**config.mk**
```make
export PLATFORM = sky130hd
export DESIGN_NAME = fpcp_dev_flat
export DESIGN_NICKNAME = d
export VERILOG_FILES = /design/src/fpcp_pkg.sv /design/src/fpcp_if.sv /design/src/fpcp_dev.sv /design/src/flat_wrapper.sv
export SDC_FILE = /design/constraint.sdc
export NUM_CORES = 1
export LEC_CHECK = 0
export BUFFER_PORTS_ARGS = -buffer_cell sky130_fd_sc_hd__buf_2
export CORE_MARGIN = 2
export CORE_UTILIZATION = 54
export DETAILED_ROUTE_END_ITERATION = 6
export GPL_TIMING_DRIVEN = 1
export PLACE_DENSITY = 0.76
export SYNTH_ARGS = -nofsm -noshare
export SYNTH_HDL_FRONTEND = slang
export SYNTH_SLANG_ARGS = --single-unit
```
**constraint.sdc**
```tcl
create_clock -name clk_in -period 2.8 [get_ports clk_in]
set_input_delay 0.56 -clock clk_in [delete_from_list [all_inputs] [get_ports clk_in]]
set_output_delay 0.56 -clock clk_in [all_outputs]
set_load 0.02 [all_outputs]
```
**src/fpcp_pkg.sv**
```systemverilog
// Shared constants, types and lookups for the parallel configuration port
package fpcp_pkg;
   // ----------------------------------------
   // Load widths
   // ----------------------------------------
   typedef enum logic [1:0] {FPCP_W8, FPCP_W16, FPCP_W32} fpcp_width_t;

   // ----------------------------------------
   // Timing
   // ----------------------------------------
   localparam int CLK_MHZ = 125;
   localparam int T_CFG_US = 2;
   localparam int CFG_CYC = T_CFG_US * CLK_MHZ;
   localparam int T_STATUS_MIN_US = 268;
   localparam int STATUS_CYC = T_STATUS_MIN_US * CLK_MHZ;
   localparam int T_CF2CK_US = 1506;
   localparam int CF2CK_CYC = T_CF2CK_US * CLK_MHZ;
   localparam int T_ST2CK_US = 2;
   localparam int ST2CK_CYC = T_ST2CK_US * CLK_MHZ;
   localparam int T_POR_FAST_MS = 4;
   localparam int POR_FAST_CYC = T_POR_FAST_MS * 1000 * CLK_MHZ;
   localparam int T_POR_STD_MS = 100;
   localparam int POR_STD_CYC = T_POR_STD_MS * 1000 * CLK_MHZ;
   localparam int T_CD2UM_MIN_US = 175;
   localparam int CD2UM_CYC = T_CD2UM_MIN_US * CLK_MHZ;
   localparam int T_LCLK_MIN_NS = 8;
   localparam int CD2CU_PERIODS = 4;
   localparam int CD2CU_CYC = (CD2CU_PERIODS * T_LCLK_MIN_NS * CLK_MHZ + 999) / 1000;
   localparam int UM_USER_CLKS = 8576;
   localparam int HOST_HALF_CYC = 4;
   localparam int INIT_FALLS = 2;

   // ----------------------------------------
   // Reset values
   // ----------------------------------------
   localparam logic [2:0] DEV_SYNC_RST = 3'h2;
   localparam logic [2:0] HOST_SYNC_RST = 3'h0;

   // ----------------------------------------
   // Lookups
   // ----------------------------------------
   function automatic logic [3:0] fpcp_ratio(fpcp_width_t w, logic decomp, logic secure);
      logic [3:0] r;
      r = 4'h1;
      unique case (w)
         FPCP_W8: r = decomp ? 4'h2 : 4'h1;
         FPCP_W16: r = decomp ? 4'h4 : (secure ? 4'h2 : 4'h1);
         FPCP_W32: r = decomp ? 4'h8 : (secure ? 4'h4 : 4'h1);
         default: r = 4'h1;
      endcase
      return r;
   endfunction

   function automatic logic [31:0] fpcp_lane_mask(fpcp_width_t w);
      logic [31:0] m;
      m = 32'hffffffff;
      unique case (w)
         FPCP_W8: m = 32'h000000ff;
         FPCP_W16: m = 32'h0000ffff;
         FPCP_W32: m = 32'hffffffff;
         default: m = 32'h000000ff;
      endcase
      return m;
   endfunction
endpackage

```
**src/fpcp_if.sv**
```systemverilog
// Pins between configuration host and configured device
`timescale 1ns/1ns
interface fpcp_if;
   logic load_clock;
   logic reconfig_request_n;
   logic [31:0] data;
   logic dev_status_o;
   logic dev_status_oe;
   logic dev_done_o;
   logic dev_done_oe;
   logic dev_idone_o;
   logic dev_idone_oe;
   wire config_status_n;
   wire load_complete;
   wire init_done;

   // Open-drain lines with pull-ups
   assign config_status_n = dev_status_oe ? dev_status_o : 1'b1;
   assign load_complete = dev_done_oe ? dev_done_o : 1'b1;
   assign init_done = dev_idone_oe ? dev_idone_o : 1'b1;

   modport dev (
      input load_clock, reconfig_request_n, data, config_status_n, load_complete, init_done,
      output dev_status_o, dev_status_oe, dev_done_o, dev_done_oe, dev_idone_o, dev_idone_oe
   );
   modport host (
      output load_clock, reconfig_request_n, data,
      input config_status_n, load_complete, init_done
   );
endinterface

```
**src/fpcp_dev.sv**
```systemverilog
// Device end: receives configuration words and sequences to user mode
`timescale 1ns/1ns
// Functional notes
// - x8: ratio 1, two with decompression
// - x16 ratios 1/2/4, x32 ratios 1/4/8
// - Host clocks ratio times word rate
// - Host keeps ratio-1 edges after last word
// - User mode lines high; request low reconfigures
// - Status low during power-on delay
// - Load-complete low until all words received
// - Load-complete released after complete data set
// - Two falling edges start initialization
// - Load clock ignored after configuration
// - Init-done driven low until initialization ends
// - Width selects lanes; pins revert after
// - Host pauses clock low, data first
// - Request low pulls both lines low quickly
// - Host holds request low two microseconds
// - Status low pulse 268 to 1506 us
// - Host waits before first clock edge
// - Host respects maximum load clock rate
// - Internal oscillator wake 175 to 437 us
// - User clock wake: 4 periods + 8576
module fpcp_dev #(
   parameter int POR_FAST_CYC = fpcp_pkg::POR_FAST_CYC,
   parameter int POR_STD_CYC = fpcp_pkg::POR_STD_CYC,
   parameter int STATUS_CYC = fpcp_pkg::STATUS_CYC,
   parameter int CD2UM_CYC = fpcp_pkg::CD2UM_CYC,
   parameter int UM_USER_CLKS = fpcp_pkg::UM_USER_CLKS
) (
   input wire logic clk_in,
   input wire logic rst_b_in,
   input wire logic ce_in,
   fpcp_if.dev link,
   input wire fpcp_pkg::fpcp_width_t width_in,
   input wire logic decomp_in,
   input wire logic secure_in,
   input wire logic por_fast_in,
   input wire logic init_done_en_in,
   input wire logic user_clk_sel_in,
   input wire logic user_init_clock_in,
   input wire logic [31:0] words_expected_in,
   output logic [31:0] word_out,
   output logic word_valid_out,
   output logic user_mode_out
);
   // ----------------------------------------
   // Limits
   // ----------------------------------------
   localparam logic [23:0] POR_FAST_LIM = 24'(POR_FAST_CYC - 1);
   localparam logic [23:0] POR_STD_LIM = 24'(POR_STD_CYC - 1);
   localparam logic [23:0] STATUS_LIM = 24'(STATUS_CYC - 1);
   localparam logic [23:0] CD2UM_LIM = 24'(CD2UM_CYC - 1);
   localparam logic [23:0] CD2CU_LIM = 24'(fpcp_pkg::CD2CU_CYC - 1);
   localparam logic [13:0] UM_LIM = 14'(UM_USER_CLKS - 1);
   localparam logic [1:0] FALL_LIM = 2'(fpcp_pkg::INIT_FALLS - 1);

   typedef enum logic [2:0] {D_POR, D_HOLD, D_STAT, D_LOAD, D_INIT, D_WAKE, D_USER} fpcp_dstate_t;

   // ----------------------------------------
   // Input synchronisers
   // ----------------------------------------
   logic [2:0] s1_r;
   logic [2:0] s2_r;
   logic [2:0] s3_r;
   logic [2:0] filt_r;
   logic [31:0] d1_r;
   logic [31:0] d2_r;
   logic [31:0] d3_r;
   wire [2:0] filt_nxt;
   wire lclk_rise;
   wire lclk_fall;
   wire uclk_rise;
   wire req_low;

   assign filt_nxt = (s2_r & s3_r) | (filt_r & (s2_r ^ s3_r));
   assign lclk_rise = filt_nxt[0] & ~filt_r[0];
   assign lclk_fall = ~filt_nxt[0] & filt_r[0];
   assign uclk_rise = filt_nxt[2] & ~filt_r[2];
   assign req_low = ~filt_r[1];

   always_ff @(posedge clk_in or negedge rst_b_in) begin
      if (!rst_b_in) begin
         s1_r <= fpcp_pkg::DEV_SYNC_RST;
         s2_r <= fpcp_pkg::DEV_SYNC_RST;
         s3_r <= fpcp_pkg::DEV_SYNC_RST;
         filt_r <= fpcp_pkg::DEV_SYNC_RST;
         d1_r <= 32'h0;
         d2_r <= 32'h0;
         d3_r <= 32'h0;
      end else if (ce_in) begin
         s1_r <= {user_init_clock_in, link.reconfig_request_n, link.load_clock};
         s2_r <= s1_r;
         s3_r <= s2_r;
         filt_r <= filt_nxt;
         d1_r <= link.data;
         d2_r <= d1_r;
         d3_r <= d2_r;
      end
   end

   // ----------------------------------------
   // Mode straps
   // ----------------------------------------
   fpcp_pkg::fpcp_width_t width_r;
   logic decomp_r;
   logic secure_r;
   logic por_fast_r;
   logic idone_en_r;
   logic usel_r;
   logic [31:0] expect_r;
   fpcp_dstate_t st_r;
   fpcp_dstate_t st_nxt;
   wire strap_open;

   // Straps follow the pins while status is low, frozen once loading begins
   assign strap_open = (st_r == D_POR) || (st_r == D_HOLD) || (st_r == D_STAT);

   always_ff @(posedge clk_in or negedge rst_b_in) begin
      if (!rst_b_in) begin
         width_r <= fpcp_pkg::FPCP_W8;
         decomp_r <= 1'b0;
         secure_r <= 1'b0;
         por_fast_r <= 1'b0;
         idone_en_r <= 1'b0;
         usel_r <= 1'b0;
         expect_r <= 32'h0;
      end else if (ce_in && strap_open) begin
         width_r <= width_in;
         decomp_r <= decomp_in;
         secure_r <= secure_in;
         por_fast_r <= por_fast_in;
         idone_en_r <= init_done_en_in;
         usel_r <= user_clk_sel_in;
         expect_r <= words_expected_in;
      end
   end

   // ----------------------------------------
   // Sequencer
   // ----------------------------------------
   logic [23:0] tmr_r;
   logic [23:0] tmr_nxt;
   logic [3:0] edge_r;
   logic [3:0] edge_nxt;
   logic [31:0] words_r;
   logic [31:0] words_nxt;
   logic [1:0] fall_r;
   logic [1:0] fall_nxt;
   logic [13:0] ucnt_r;
   logic [13:0] ucnt_nxt;
   logic [31:0] word_nxt;
   logic valid_nxt;
   logic status_oe_r;
   logic done_oe_r;
   logic idone_oe_r;
   wire [23:0] por_lim;
   wire [3:0] ratio;
   wire [31:0] lane_word;

   assign por_lim = por_fast_r ? POR_FAST_LIM : POR_STD_LIM;
   assign ratio = fpcp_pkg::fpcp_ratio(width_r, decomp_r, secure_r);
   assign lane_word = d3_r & fpcp_pkg::fpcp_lane_mask(width_r);

   always_comb begin
      st_nxt = st_r;
      tmr_nxt = (&tmr_r) ? tmr_r : tmr_r + 24'h1;
      edge_nxt = edge_r;
      words_nxt = words_r;
      fall_nxt = fall_r;
      ucnt_nxt = ucnt_r;
      word_nxt = word_out;
      valid_nxt = 1'b0;
      unique case (st_r)
         D_POR: begin
            if (tmr_r >= por_lim) begin
               st_nxt = D_LOAD;
            end
         end
         D_HOLD: begin
            tmr_nxt = 24'h0;
            if (!req_low) begin
               st_nxt = D_STAT;
            end
         end
         D_STAT: begin
            if (tmr_r >= STATUS_LIM) begin
               st_nxt = D_LOAD;
            end
         end
         D_LOAD: begin
            edge_nxt = edge_r;
            if (lclk_rise) begin
               if (edge_r == 4'h0) begin
                  // First edge of a word latches it; the rest only count edge_r down
                  word_nxt = lane_word;
                  valid_nxt = 1'b1;
                  words_nxt = words_r + 32'h1;
                  edge_nxt = ratio - 4'h1;
                  if (words_nxt == expect_r) begin
                     st_nxt = D_INIT;
                     fall_nxt = 2'h0;
                  end
               end else begin
                  edge_nxt = edge_r - 4'h1;
               end
            end
         end
         D_INIT: begin
            tmr_nxt = 24'h0;
            ucnt_nxt = 14'h0;
            if (lclk_fall) begin
               fall_nxt = fall_r + 2'h1;
               if (fall_r == FALL_LIM) begin
                  st_nxt = D_WAKE;
               end
            end
         end
         D_WAKE: begin
            if (usel_r) begin
               if (tmr_r >= CD2CU_LIM && uclk_rise) begin
                  ucnt_nxt = ucnt_r + 14'h1;
                  if (ucnt_r == UM_LIM) begin
                     st_nxt = D_USER;
                  end
               end
            end else if (tmr_r >= CD2UM_LIM) begin
               st_nxt = D_USER;
            end
         end
         D_USER: begin
            tmr_nxt = 24'h0;
         end
         default: begin
            st_nxt = D_HOLD;
         end
      endcase
      if (req_low) begin
         st_nxt = D_HOLD;
         tmr_nxt = 24'h0;
         edge_nxt = 4'h0;
         words_nxt = 32'h0;
      end
   end

   always_ff @(posedge clk_in or negedge rst_b_in) begin
      if (!rst_b_in) begin
         st_r <= D_POR;
         tmr_r <= 24'h0;
         edge_r <= 4'h0;
         words_r <= 32'h0;
         fall_r <= 2'h0;
         ucnt_r <= 14'h0;
         word_out <= 32'h0;
         word_valid_out <= 1'b0;
         user_mode_out <= 1'b0;
         status_oe_r <= 1'b1;
         done_oe_r <= 1'b1;
         idone_oe_r <= 1'b0;
      end else if (ce_in) begin
         st_r <= st_nxt;
         tmr_r <= tmr_nxt;
         edge_r <= edge_nxt;
         words_r <= words_nxt;
         fall_r <= fall_nxt;
         ucnt_r <= ucnt_nxt;
         word_out <= word_nxt;
         word_valid_out <= valid_nxt;
         user_mode_out <= (st_nxt == D_USER);
         status_oe_r <= (st_nxt == D_POR) || (st_nxt == D_HOLD) || (st_nxt == D_STAT);
         done_oe_r <= (st_nxt != D_INIT) && (st_nxt != D_WAKE) && (st_nxt != D_USER);
         idone_oe_r <= idone_en_r && ((st_nxt == D_INIT) || (st_nxt == D_WAKE));
      end
   end

   // ----------------------------------------
   // Open-drain pins
   // ----------------------------------------
   assign link.dev_status_o = 1'b0;
   assign link.dev_status_oe = status_oe_r;
   assign link.dev_done_o = 1'b0;
   assign link.dev_done_oe = done_oe_r;
   assign link.dev_idone_o = 1'b0;
   assign link.dev_idone_oe = idone_oe_r;
endmodule

```
**src/flat_wrapper.sv**
```systemverilog
// flat-port wrapper written by rule: the top's interface ports become plain ports
module fpcp_dev_flat 
#(
   parameter int POR_FAST_CYC = fpcp_pkg::POR_FAST_CYC,
   parameter int POR_STD_CYC = fpcp_pkg::POR_STD_CYC,
   parameter int STATUS_CYC = fpcp_pkg::STATUS_CYC,
   parameter int CD2UM_CYC = fpcp_pkg::CD2UM_CYC,
   parameter int UM_USER_CLKS = fpcp_pkg::UM_USER_CLKS
)
  (clk_in, rst_b_in, ce_in, width_in, decomp_in, secure_in, por_fast_in, init_done_en_in, user_clk_sel_in, user_init_clock_in, words_expected_in, word_out, word_valid_out, user_mode_out, link_load_clock, link_reconfig_request_n, link_data, link_dev_status_o, link_dev_status_oe, link_dev_done_o, link_dev_done_oe, link_dev_idone_o, link_dev_idone_oe);
  fpcp_if link_i ();
  input wire logic clk_in;
  input wire logic rst_b_in;
  input wire logic ce_in;
  input wire fpcp_pkg::fpcp_width_t width_in;
  input wire logic decomp_in;
  input wire logic secure_in;
  input wire logic por_fast_in;
  input wire logic init_done_en_in;
  input wire logic user_clk_sel_in;
  input wire logic user_init_clock_in;
  input wire logic [31:0] words_expected_in;
  output logic [31:0] word_out;
  output logic word_valid_out;
  output logic user_mode_out;
  input wire logic [$bits(link_i.load_clock)-1:0] link_load_clock;
  input wire logic [$bits(link_i.reconfig_request_n)-1:0] link_reconfig_request_n;
  input wire logic [$bits(link_i.data)-1:0] link_data;
  output wire logic [$bits(link_i.dev_status_o)-1:0] link_dev_status_o;
  output wire logic [$bits(link_i.dev_status_oe)-1:0] link_dev_status_oe;
  output wire logic [$bits(link_i.dev_done_o)-1:0] link_dev_done_o;
  output wire logic [$bits(link_i.dev_done_oe)-1:0] link_dev_done_oe;
  output wire logic [$bits(link_i.dev_idone_o)-1:0] link_dev_idone_o;
  output wire logic [$bits(link_i.dev_idone_oe)-1:0] link_dev_idone_oe;
  assign link_i.load_clock = link_load_clock;
  assign link_i.reconfig_request_n = link_reconfig_request_n;
  assign link_i.data = link_data;
  assign link_dev_status_o = link_i.dev_status_o;
  assign link_dev_status_oe = link_i.dev_status_oe;
  assign link_dev_done_o = link_i.dev_done_o;
  assign link_dev_done_oe = link_i.dev_done_oe;
  assign link_dev_idone_o = link_i.dev_idone_o;
  assign link_dev_idone_oe = link_i.dev_idone_oe;
  fpcp_dev #(.POR_FAST_CYC(POR_FAST_CYC), .POR_STD_CYC(POR_STD_CYC), .STATUS_CYC(STATUS_CYC), .CD2UM_CYC(CD2UM_CYC), .UM_USER_CLKS(UM_USER_CLKS)) u_core (.clk_in(clk_in), .rst_b_in(rst_b_in), .ce_in(ce_in), .link(link_i), .width_in(width_in), .decomp_in(decomp_in), .secure_in(secure_in), .por_fast_in(por_fast_in), .init_done_en_in(init_done_en_in), .user_clk_sel_in(user_clk_sel_in), .user_init_clock_in(user_init_clock_in), .words_expected_in(words_expected_in), .word_out(word_out), .word_valid_out(word_valid_out), .user_mode_out(user_mode_out));
endmodule
```
==> results.md, run 1 <==
* Number of flops mapped to enable cells by yosys at 0
* Post-route insts no fill at 1705
* Final ANT Viol Nets at 0
* Switch Pwr at 3.49 mW
* Post-route DRC at 0
* Seq/Total Area, Yosys at 50.7%
* Post-Synth XOR/XNOR Area at 4.86%
* Comb power frac at 23.6%
* Largest stage delay, worst path at 410 ps
* Peak supply drop at 0.599 mV
* CP most frequent cell: buf_6
* Clock tree buffer depth at 3
* Area grow syn2layout at 17.9%
* Place WS at 40.8 ps
* Cts bufs inserted at 28
* Met2 usage at 37.8%
* Wire per inst at 17.5 um
* Layer with the highest usage: met2
* Slew Limit Fails at 0
* Status: finished, violations left
* Net Sw Frac at 30.9%
* Mapped Cells at 1229
* Yosys reg bits at 263
* Hold Slack at -11.3 ps
* Part of the power in registers at 43.6%
* Warnings, synthesis at 0
* Fin worst setup slack at 67.3 ps
* CTS sink cnt at 263
* IO buf count at 113
* Mean post-synth cell area at 10.6 um^2
* Placed wire-length estimate at 20.7 mm
* Max stage delay cell, worst path: dfrtp_1
* Hold WC Path Type: in -> async
* Grt total ovfl at 0
* Placed cells at 1647
* Vias per inst at 5.75
* Share of post-route cells with drive strength above 1 at 30.2%
* CTS root buf: clkbuf_16
* Post-Synth Simple-Gate Area at 17.5%
* Met1 Use GR at 32.7%
* Critical path arrival at 3160 ps
* Vias in the first global route at 9740
* Largest net degree at the start of global routing at 99
* Power Dens Cells at 737 mW/mm^2
* Final hold vios at 6
* Clk pin slew, worst setup/hold paths at 60 ps
* CP endpoint kind: register
* Post-synthesis adder-cell area fraction at 2.22%
* Fillers at 1853
* Critical path launch point type: register
* Failing checks: negative hold slack
* Die Span X at 159 um
* Initial Util at 55.2%
* Synth cell types at 70
* Synth Area in Compound Gates at 8.61%
* Skew-Pair Late Insertion Delay at 560 ps
* Clock Skews at 30.3 ps
* Worst setup path class: reg -> reg
* Routed wire length at 29.9 mm
* Crit-path max FO at 7
* Fmax at 366 MHz
* Worst rel slew slack at 52.9%
* Post-synthesis mux area share at 13.0%
* # nets final at 1461
* TritonCTS clock tree: built
* CP required at 3220 ps
* First-pass GRT wire length at 49.6 mm
* Worst-margin pin slew at 700 ps
* Worst path cell trace: buf_6 > nand4_4 > buf_4 > nor4_4 > buf_6 > and3_4 > mux2_2 > a31o_1 > nand4_1 > o31ai_2 > a32o_1
* Number of max-cap violations at 0
* Pint at 7.80 mW
* Ys flop type: dfrtp_1
* Die area at 0.0253 mm^2
* Die H at 159 um
* Row cnt at 56
* Ys async rst share at 100%
* GRT met3 Usage at 5.39%
* Io pins at 117
* # setup viols final at 0
* Iter 0 DRT Violations at 649
* Clock power frac at 32.8%
* Core ar. at 0.0235 mm^2
* CTS H-tree lvls at 1
* Placer congestion estimate at 0.947
* Largest family of logic cells by synthesized area: simple AND/OR/NAND/NOR gates
* RSZ-0062 raised after global routing: true
* Via count at 9798
* Overall global routing resource usage at 23.5%
* Leak at 6.97 nW
* Initial antenna violation count at 3
* Mapped Area at 0.0130 mm^2
* Final worst path period need at 2730 ps
* Pre-Repair DR Iteration Count at 7
* Final period utilization at 97.6%
-- cells in the mapped netlist (7+ instances only) --
cell type  count  area share (%)
buf_2         11            0.42
dfrtp_1      257              50
xnor2_1       40             2.7
inv_1         19            0.55
nand4_1       29             1.4
nand2_1      151             4.4
nor2_1        86             2.5
nor4_1        18            0.87
a31oi_1        7            0.34
xor2_1        32             2.2
a21oi_1       26             1.0
nor3_1        22            0.85
a21o_1         8            0.46
clkbuf_1      61             1.8
and3_1        16            0.77
o31ai_1       20             1.2
or3_1          8            0.39
mux2_2       145              13
nand3_1       64             2.5
ha_1          23             2.2
o21ai_0       58             2.2
-- critical path: cells and delay by family, from the launching register on --
kind                   cells  cell delay, ps
AND/OR/NAND/NOR            4             790
multiplexers               1             330
buffers and inverters      3             510
flip-flops                 1             410
AO/OA/AOI/OAI              3             580
-- registers in the layout, summed over array words and instances, names as in the netlist, 2 cells and up --
signal and cells:
u_core.d1_r 32, u_core.d2_r 32, u_core.d3_r 32, u_core.expect_r 32, u_core.word_out 32, u_core.words_r 32, u_core.tmr_r 24, u_core.ucnt_r 14
u_core.edge_r 4, u_core.filt_r 3, u_core.s1_r 3, u_core.s2_r 3, u_core.s3_r 3, u_core.st_r 3, u_core.fall_r 2, u_core.width_r 2
-- placed cells by master, fill, tap and decap left out, types with 5 or more instances in the layout --
cell       instances
a21o_1             8
a21oi_1           25
a22o_1             6
a31oi_1            7
and3_1            15
and4_1             6
buf_12             6
buf_2            111
buf_4             58
clkbuf_1           5
clkbuf_16         28
clkbuf_8           9
clkinv_2           5
dfrtp_1          253
dfstp_2            6
ha_1              22
inv_1             19
mux2_2           145
mux2i_1            5
nand2_1          150
nand2b_1           5
nand3_1           62
nand4_1           29
nand4b_1           6
nor2_1            85
nor2b_1            5
nor3_1            21
nor4_1            15
nor4_4             6
o21ai_0           58
o21ai_1            5
o31ai_1           19
o41ai_1            5
or3_1              6
or4_1              5
xnor2_1           39
xor2_1            32
-- metal layers --
layer,part of all wire (%),vias up
met5,0.070,-
met4,1.9,4
met3,7.2,51
met2,46,282
met1,45,4845
li1,-,4616
-- power groups by stage --
| stage | clock (mW) | sequential, mW | combinational, mW |
|---|---|---|---|
| after global routing | 3.94 | 5.00 | 2.94 |
| after global placement | 0 | 4.94 | 2.55 |
| after floorplan | 0 | 5.05 | 1.61 |
| after CTS | 3.78 | 4.92 | 2.65 |
| after detailed placement | 0 | 4.97 | 2.63 |
| final | 3.70 | 4.92 | 2.67 |
-- cells by family after synthesis --
kind of cell | after synthesis
AO/OA/AOI/OAI | 172
XOR/XNOR | 72
adder cells (fa/ha/maj) | 23
buffers and inverters | 98
flip-flops | 263
multiplexers | 150
other | 1
AND/OR/NAND/NOR | 450
-- cell type report --
class	count	area, um^2	area share [%]
clock buffers	42	843	5.51
repair buffers	179	1160	7.57
clock inverters	9	101	0.662
inverters	19	71.3	0.466
multi-input cells	870	6140	40.1
diodes	4	10.0	0.0654
flip-flops and latches	263	6590	43.1
well taps	319	399	2.61
-- worst paths after layout --
path                       depth (start not counted)                  endpoint  slack [ps]                  start
setup / recovery                                  11  u_core.link.dev_idone_oe          70      u_core.words_r[1]
hold / removal                                     1            u_core.d1_r[6]         -10               rst_b_in
setup reg to reg                                  11  u_core.link.dev_idone_oe          70      u_core.words_r[1]
hold reg to reg                                    2        u_core.word_out[4]         470         u_core.d3_r[4]
max in group asynchronous                          2   u_core.link.dev_done_oe        2000               rst_b_in
min in group clk_in                                2       u_core.expect_r[23]         230  words_expected_in[23]
-- what timing repair did --
item	CTS	global route
endpoints found under the setup margin	0	10
endpoints found under the hold margin	0	0
buffers inserted	0	3
resized for setup	0	25
hold buffers	0	0
-- metrics by stage --
| stage | hold WS, ps | area (um^2) | utilization (%) | total power, mW | TNS [ps] |
|---|---|---|---|---|---|
| after floorplan | 264 | 13000 | - | 6.65 | 0 |
| after global placement | 446 | 14200 | 60.3 | 7.49 | 0 |
| after detailed placement | 454 | 14200 | 60.3 | 7.60 | 0 |
| after CTS | 20.1 | 15200 | 64.4 | 11.3 | 0 |
| after global routing | 51.7 | 15300 | 65.0 | 11.9 | -68.0 |
| final | -11.3 | 15300 | 65.1 | 11.3 | 0 |
(Power assumes the default switching activity.)
==> inputs of run 2 (changes only) <==
--- a/config.mk
+++ b/config.mk
@@ -11,6 +11,7 @@
 export DETAILED_ROUTE_END_ITERATION = 6
 export GPL_TIMING_DRIVEN = 1
 export PLACE_DENSITY = 0.76
+export SETUP_SLACK_MARGIN = 0.1
 export SYNTH_ARGS = -nofsm -noshare
 export SYNTH_HDL_FRONTEND = slang
 export SYNTH_SLANG_ARGS = --single-unit
==> run 2 against run 1 <==
Die area is the same. Clock skew up 3.2 ps. First-iteration DRC count up 33%. Non-clock buffer count is 15 higher. Final cell count up 0.94%. Routed wire length shrank 0.18%. Highest routed layer is now met4. Largest power group unchanged. Hold slack worse by 20 ps. The run still ends with negative hold slack left. Maximum frequency up 2.3%. Critical path type unchanged.
==> results.md, run 2 (synthesized netlist as in run 1, its figures left out) <==
* Final worst path period need at 2670 ps (-62.4 ps)
* TritonCTS clock tree: built
* # nets final at 1476 (+1.0%)
* Skew-Pair Late Insertion Delay at 570 ps (about the same)
* Total chip power at 11.5 mW (+1.6%)
* Worst setup path class: reg -> reg
* Routed wire length at 29.8 mm (-0.18%)
* Largest net degree at the start of global routing at 106 (+7.1%)
* Placer congestion estimate at 0.921 (-2.7%)
* Worst rel slew slack at 53.7% (+0.78 points)
* Initial antenna violation count at 3 (unchanged)
* Status: finished, violations left
* Die H at 159 um (unchanged)
* Post-DP Area at 0.0142 mm^2 (-0.34%)
* Clock Skews at 33.5 ps (+3.20 ps)
* Io pins at 117 (unchanged)
* Vias per inst at 5.77 (+0.48%)
* Crit-path max FO at 6 (-1)
* Final ANT Viol Nets at 0 (unchanged)
* Family with the most delay on the worst path: simple AND/OR/NAND/NOR gates
* Post-route DRC at 0 (unchanged)
* WP buf/inv at 3 (unchanged)
* Hold WC Path Type: in -> async
* Grt total ovfl at 0 (unchanged)
* Largest stage delay, worst path at 440 ps (+30 ps)
* Slew Limit Fails at 0 (unchanged)
* Leak at 7.05 nW (+1.1%)
* Failing checks: negative hold slack
* Share of post-route cells with drive strength above 1 at 31.3% (+1.0 points)
* Hold Slack at -31.3 ps (-20.1 ps)
* Row cnt at 56 (unchanged)
* Peak supply drop at 0.602 mV (+0.60%)
* CTS H-tree lvls at 1 (unchanged)
* Critical path arrival at 3070 ps (-90 ps)
* Via count at 9937 (+1.4%)
* Area grow syn2layout at 19.3%
* Worst path cell trace: nand4_1 > buf_4 > or4_4 > buf_6 > nor4_4 > xnor2_1 > nor2_2 > nand4_1 > buf_4 > o21ai_1 > a22oi_1
* Core ar. at 0.0235 mm^2 (unchanged)
* Worst-margin pin slew at 695 ps (-5.19 ps)
* Iter 0 DRT Violations at 861 (+33%)
* Most common library cell in the layout ignoring fill and taps: dfrtp_1
* CP required at 3200 ps (-20 ps)
* Power Dens Cells at 741 mW/mm^2 (+0.50%)
* RSZ-0062 raised after global routing: true
* # setup viols final at 0 (unchanged)
* Pre-Repair DR Iteration Count at 5 (-2)
* Die area at 0.0253 mm^2 (unchanged)
* CP endpoint kind: register
* Commonest non-fill, non-tap cells in the layout: dfrtp_1, nand2_1, mux2_2
* Overall global routing resource usage at 23.4% (-0.055 points)
* Cell area after layout at 0.0155 mm^2 (+1.1%)
* Number of max-cap violations at 0 (unchanged)
* Die Span X at 159 um (unchanged)
* First-pass GRT wire length at 49.5 mm (about the same)
* Post-layout util at 65.8% (+0.72 points)
* CTS sink cnt at 263 (unchanged)
* Initial Util at 55.2% (unchanged)
* Clk pin slew, worst setup/hold paths at 60 ps (about the same)
* Max stage delay cell, worst path: or4_4
* Vias in the first global route at 9972 (+2.4%)
* Final hold vios at 31 (+25)
* Clock tree buffer depth at 3 (unchanged)
* Hold buffers post-CTS at 0 (unchanged)
* Cts bufs inserted at 28 (unchanged)
* IO buf count at 113 (unchanged)
* Placed wire-length estimate at 20.5 mm (-1.3%)
* Fmax at 374 MHz (+2.3%)
* Final period utilization at 95.4% (-2.2 points)
* Wire per inst at 17.3 um (-1.1%)
* CTS root buf: clkbuf_16
* Critical path launch point type: register
run 2: metrics by stage:
stage          setup TNS (ps)  cells  worst slack [ps]
2_1_floorplan               0   1231               112
3_3_place_gp                0   1642              62.9
3_5_place_dp                0   1642              32.1
4_1_cts                     0   1700               115
5_1_grt                 -3.80   1718             -3.80
6_report                    0   1721               130
run 2: cell type report:
cell class | count | area [um^2]
Antenna cell | 4 | 10.0
Clock buffer | 47 | 872
Clock inverter | 5 | 125
Fill cell | 1830 | 8060
Inverter | 19 | 71.3
Multi-Input combinational cell | 870 | 6170
Sequential cell | 263 | 6590
Tap cell | 319 | 399
Timing Repair Buffer | 194 | 1240
run 2: final timing paths:
check,startpoint,end,slack (ps),cells after the start
hold / removal,rst_b_in,u_core.d3_r[7],-30,1
hold reg to reg,u_core.word_out[23],u_core.word_out[23],470,2
setup / recovery,u_core.words_r[9],u_core.st_r[0],130,11
min in group clk_in,words_expected_in[22],u_core.expect_r[22],220,2
max in group asynchronous,rst_b_in,u_core.filt_r[1],1940,2
setup reg to reg,u_core.words_r[9],u_core.st_r[0],130,11
run 2: worst reg2reg max path: cells and delay by family (launching register included):
family | cells | cell delay (ps)
AOI/OAI and AO/OA | 2 | 250
xor gates and xnor gates | 1 | 110
buffers and inverters | 3 | 560
DFF | 1 | 410
and+or+nand+nor | 5 | 1200
run 2: where the power goes:
part	internal (mW)	switching (mW)
Clock	2.39	1.49
Sequential	4.45	0.499
Combinational	1.18	1.45
run 2: repair_timing:
item                                    4_1_cts  5_1_grt
resized for setup                             4       26
pin swaps                                     4       16
setup buffers                                 6       17
endpoints found under the setup margin        4       26
run 2: per-layer routing:
metal	vias to the layer above	wire (um)	GRT usage, %
li1	4662	-	-
met1	4941	13300	32.0
met2	278	14000	37.5
met3	56	1880	5.42
met4	0	674	7.02
met5	-	0	0
==> inputs of run 3 (changes only) <==
--- a/config.mk
+++ b/config.mk
@@ -5,7 +5,9 @@
 export SDC_FILE = /design/constraint.sdc
 export NUM_CORES = 1
 export LEC_CHECK = 0
+export ABC_AREA = 1
 export BUFFER_PORTS_ARGS = -buffer_cell sky130_fd_sc_hd__buf_2
+export CORE_ASPECT_RATIO = 1.5
 export CORE_MARGIN = 2
 export CORE_UTILIZATION = 54
 export DETAILED_ROUTE_END_ITERATION = 6
==> run 3 against run 2 <==
The run now ends clean. Hold slack improved by 260 ps. Worst setup slack improved by 57 ps. Die area down 0.44%. Global-route usage grew 1.8 points. Register-to-register slack gained 60 ps. Largest power group unchanged.
==> results.md, run 3 <==
* Share of the synthesized area in the top cell type at 49.8% (+0.27 points)
* Grt total ovfl at 0 (unchanged)
* Wire per inst at 14.9 um (-14%)
* Synth cell types at 52 (-26%)
* Min-delay src: link_data[13]
* Leak at 7.24 nW (+2.7%)
* Slew Limit Fails at 0 (unchanged)
* Hold WC Path Type: in -> reg
* Clk pin slew, worst setup/hold paths at 70 ps (about the same)
* Vias per inst at 5.35 (-7.3%)
* Area grow syn2layout at 15.9%
* Initial Util at 54.8% (-0.36 points)
* Mapped Cells at 1621 (+32%)
* Number of max-cap violations at 0 (unchanged)
* Clock tree buffer depth at 3 (unchanged)
* Worst R2R Setup Slack at 190 ps (+60 ps)
* Count leader, synth: nand2_1
* Depth of the most critical reg-to-reg path at 17 (+6)
* Via count at 11100 (+12%)
* Dominant cell type by area after synthesis: dfrtp_1
* RR Endpoint: u_core.st_r[2]
* Final period utilization at 93.3% (-2.0 points)
* Total chip power at 9.37 mW (-18%)
* Iter 0 DRT Violations at 615 (-29%)
* Clock Skews at 15.8 ps (-17.8 ps)
* Die Span X at 130 um (-18%)
* IO buf count at 113 (unchanged)
* Mapped Area at 0.0129 mm^2 (-0.55%)
* Fillers at 2022 (+10%)
* RSZ-0062 raised after global routing: true
* Vias in the first global route at 11200 (+12%)
* Number of flops mapped to enable cells by yosys at 0 (unchanged)
* Comb power frac at 14.3% (-8.7 points)
* Yosys reg bits at 263 (unchanged)
* Fmax at 383 MHz (+2.2%)
* Initial antenna violation count at 0 (-3)
* Overall global routing resource usage at 25.2% (+1.8 points)
* Part of the power in registers at 47.7% (+4.5 points)
* Io pins at 117 (unchanged)
* Die H at 193 um (+22%)
* Worst-margin pin slew at 791 ps (+96.2 ps)
* Routed wire length at 31.0 mm (+3.9%)
* Switch Pwr at 2.56 mW (-26%)
* Final worst path period need at 2610 ps (-56.8 ps)
* Critical path arrival at 3040 ps (-30 ps)
* Final ANT Viol Nets at 0 (unchanged)
* Critical path launch point type: register
* Top post-synthesis cells by area: dfrtp_1, nand2_1, o21ai_0
* TritonCTS clock tree: built
* Largest net degree at the start of global routing at 96 (-9.4%)
* Register area at 0.00659 mm^2 (about the same)
* Core ar. at 0.0236 mm^2 (+0.11%)
* Warnings, synthesis at 0 (unchanged)
* Mean post-synth cell area at 7.97 um^2 (-25%)
* Net Sw Frac at 27.4% (-2.7 points)
* Crit-path max FO at 6 (unchanged)
* CP endpoint kind: register
* Ys async rst share at 100% (unchanged)
* First-pass GRT wire length at 52.0 mm (+5.0%)
* Hold path depth at 3
* # setup viols final at 0 (unchanged)
* Placer congestion estimate at 0.957 (+3.8%)
* Place WS at 207 ps (+175 ps)
* Commonest cells in the netlist: nand2_1, dfrtp_1, inv_1, o21ai_0, nor2_1
* Worst rel slew slack at 47.3% (-6.4 points)
* Cell area after layout at 0.0150 mm^2 (-3.3%)
* Placed wire-length estimate at 22.1 mm (+8.1%)
* Power Dens Cells at 626 mW/mm^2 (-16%)
* Final hold vios at 0 (-100%)
* Status: completed
* Most common library cell in the layout ignoring fill and taps: nand2_1
* Post-layout util at 63.5% (-2.2 points)
* Post-DP Area at 0.0139 mm^2 (-1.7%)
* CTS sink cnt at 263 (unchanged)
* Skew-Pair Late Insertion Delay at 540 ps (-30 ps)
* Worst Hold Path EP: u_core.d1_r[13]
* Cts bufs inserted at 26 (-7.1%)
* Die area at 0.0252 mm^2 (-0.44%)
* Seq/Total Area, Yosys at 51.0% (+0.28 points)
* Ys flop type: dfrtp_1
* Post-route DRC at 0 (unchanged)
* Commonest non-fill, non-tap cells in the layout: nand2_1, dfrtp_1, inv_1
* Pint at 6.81 mW (-15%)
* Row cnt at 69 (+23%)
* Multi-input logic area at 0.00551 mm^2 (-11%)
* Reg-to-reg startpoint: u_core.words_r[1]
* Clock power frac at 38.1% (+4.2 points)
* Pre-Repair DR Iteration Count at 5 (unchanged)
* Peak supply drop at 0.619 mV (+2.8%)
* # nets final at 1840 (+25%)
* Fin worst setup slack at 186 ps (+56.8 ps)
* CP required at 3230 ps (+30 ps)
* CTS root buf: clkbuf_16
* CTS H-tree lvls at 1 (unchanged)
* Share of post-route cells with drive strength above 1 at 14.4% (-17 points)
* Worst setup path class: reg -> reg
run 3: how the worst max path moves through the flow:
stage	from	end	cells past startpoint
finish	u_core.words_r[1]	u_core.st_r[2]	17
global placement	u_core.words_r[0]	u_core.link.dev_status_oe	21
global route	u_core.words_r[1]	u_core.fall_r[0]	18
detailed placement	u_core.words_r[0]	u_core.link.dev_status_oe	21
CTS	u_core.words_r[0]	u_core.link.dev_status_oe	21
floorplan	u_core.filt_r[1]	u_core.tmr_r[11]	10
run 3: routing by layer:
layer	GRT usage (%)	part of all wire, %	vias to the layer above
met3	4.15	5.2	92
met4	11.9	4.7	0
met2	43.8	51	324
met1	30.1	39	5233
met5	0	0	-
li1	-	-	5483
run 3: logic make-up after synthesis:
logic type	synth area share (%)
simple gates	26.2
compound gates	11.2
flops	51.0
buf+inv	7.27
fa+ha+maj	2.23
mux	1.31
xor+xnor	0.736
other cells	0.0290
run 3: worst max-delay path, stage by stage (launching register included):
cell,delay [ps]
dfrtp_1,430
ha_4,180
nand2_4,70
nor2_4,230
nand2_4,110
nor2_4,180
nand2_1,80
nand2_1,70
nand2_1,70
nand2_1,60
o21ai_1,60
nor2_1,160
nand3_1,110
nor2_2,130
nand2_2,100
o21ai_2,180
nand3_1,140
o21ai_0,160
run 3: through the flow:
step | hold WS (ps) | setup TNS [ps] | std cells
2_1_floorplan | 264 | 0 | 1623
3_3_place_gp | 454 | 0 | 2022
3_5_place_dp | 459 | 0 | 2022
4_1_cts | 216 | 0 | 2070
5_1_grt | 230 | -61.7 | 2078
6_report | 225 | 0 | 2079
run 3: power groups by stage:
stage                     clock, mW  sequential (mW)  combinational, mW
after floorplan                   0             4.52              0.802
after global placement            0             4.51               1.28
after detailed placement          0             4.53               1.32
after CTS                      3.63             4.47               1.33
after global routing           3.78             4.51               1.54
final                          3.57             4.47               1.34
run 3: layout make-up:
cell class / instances / share of cell area (%)
Sequential cell: 263 / 44.0
Multi-Input combinational cell: 1117 / 36.8
Timing Repair Buffer: 143 / 5.88
Clock buffer: 39 / 5.21
Inverter: 189 / 4.74
Tap cell: 319 / 2.67
Clock inverter: 8 / 0.652
Antenna cell: 1 / 0.0167
run 3: repair_timing:
action | 4_1_cts | 5_1_grt
endpoints found under the setup margin | 0 | 12
hold buffers | 1 | 0
buffers inserted | 0 | 7
hold endpoints to repair | 49 | 0
resized for setup | 0 | 24
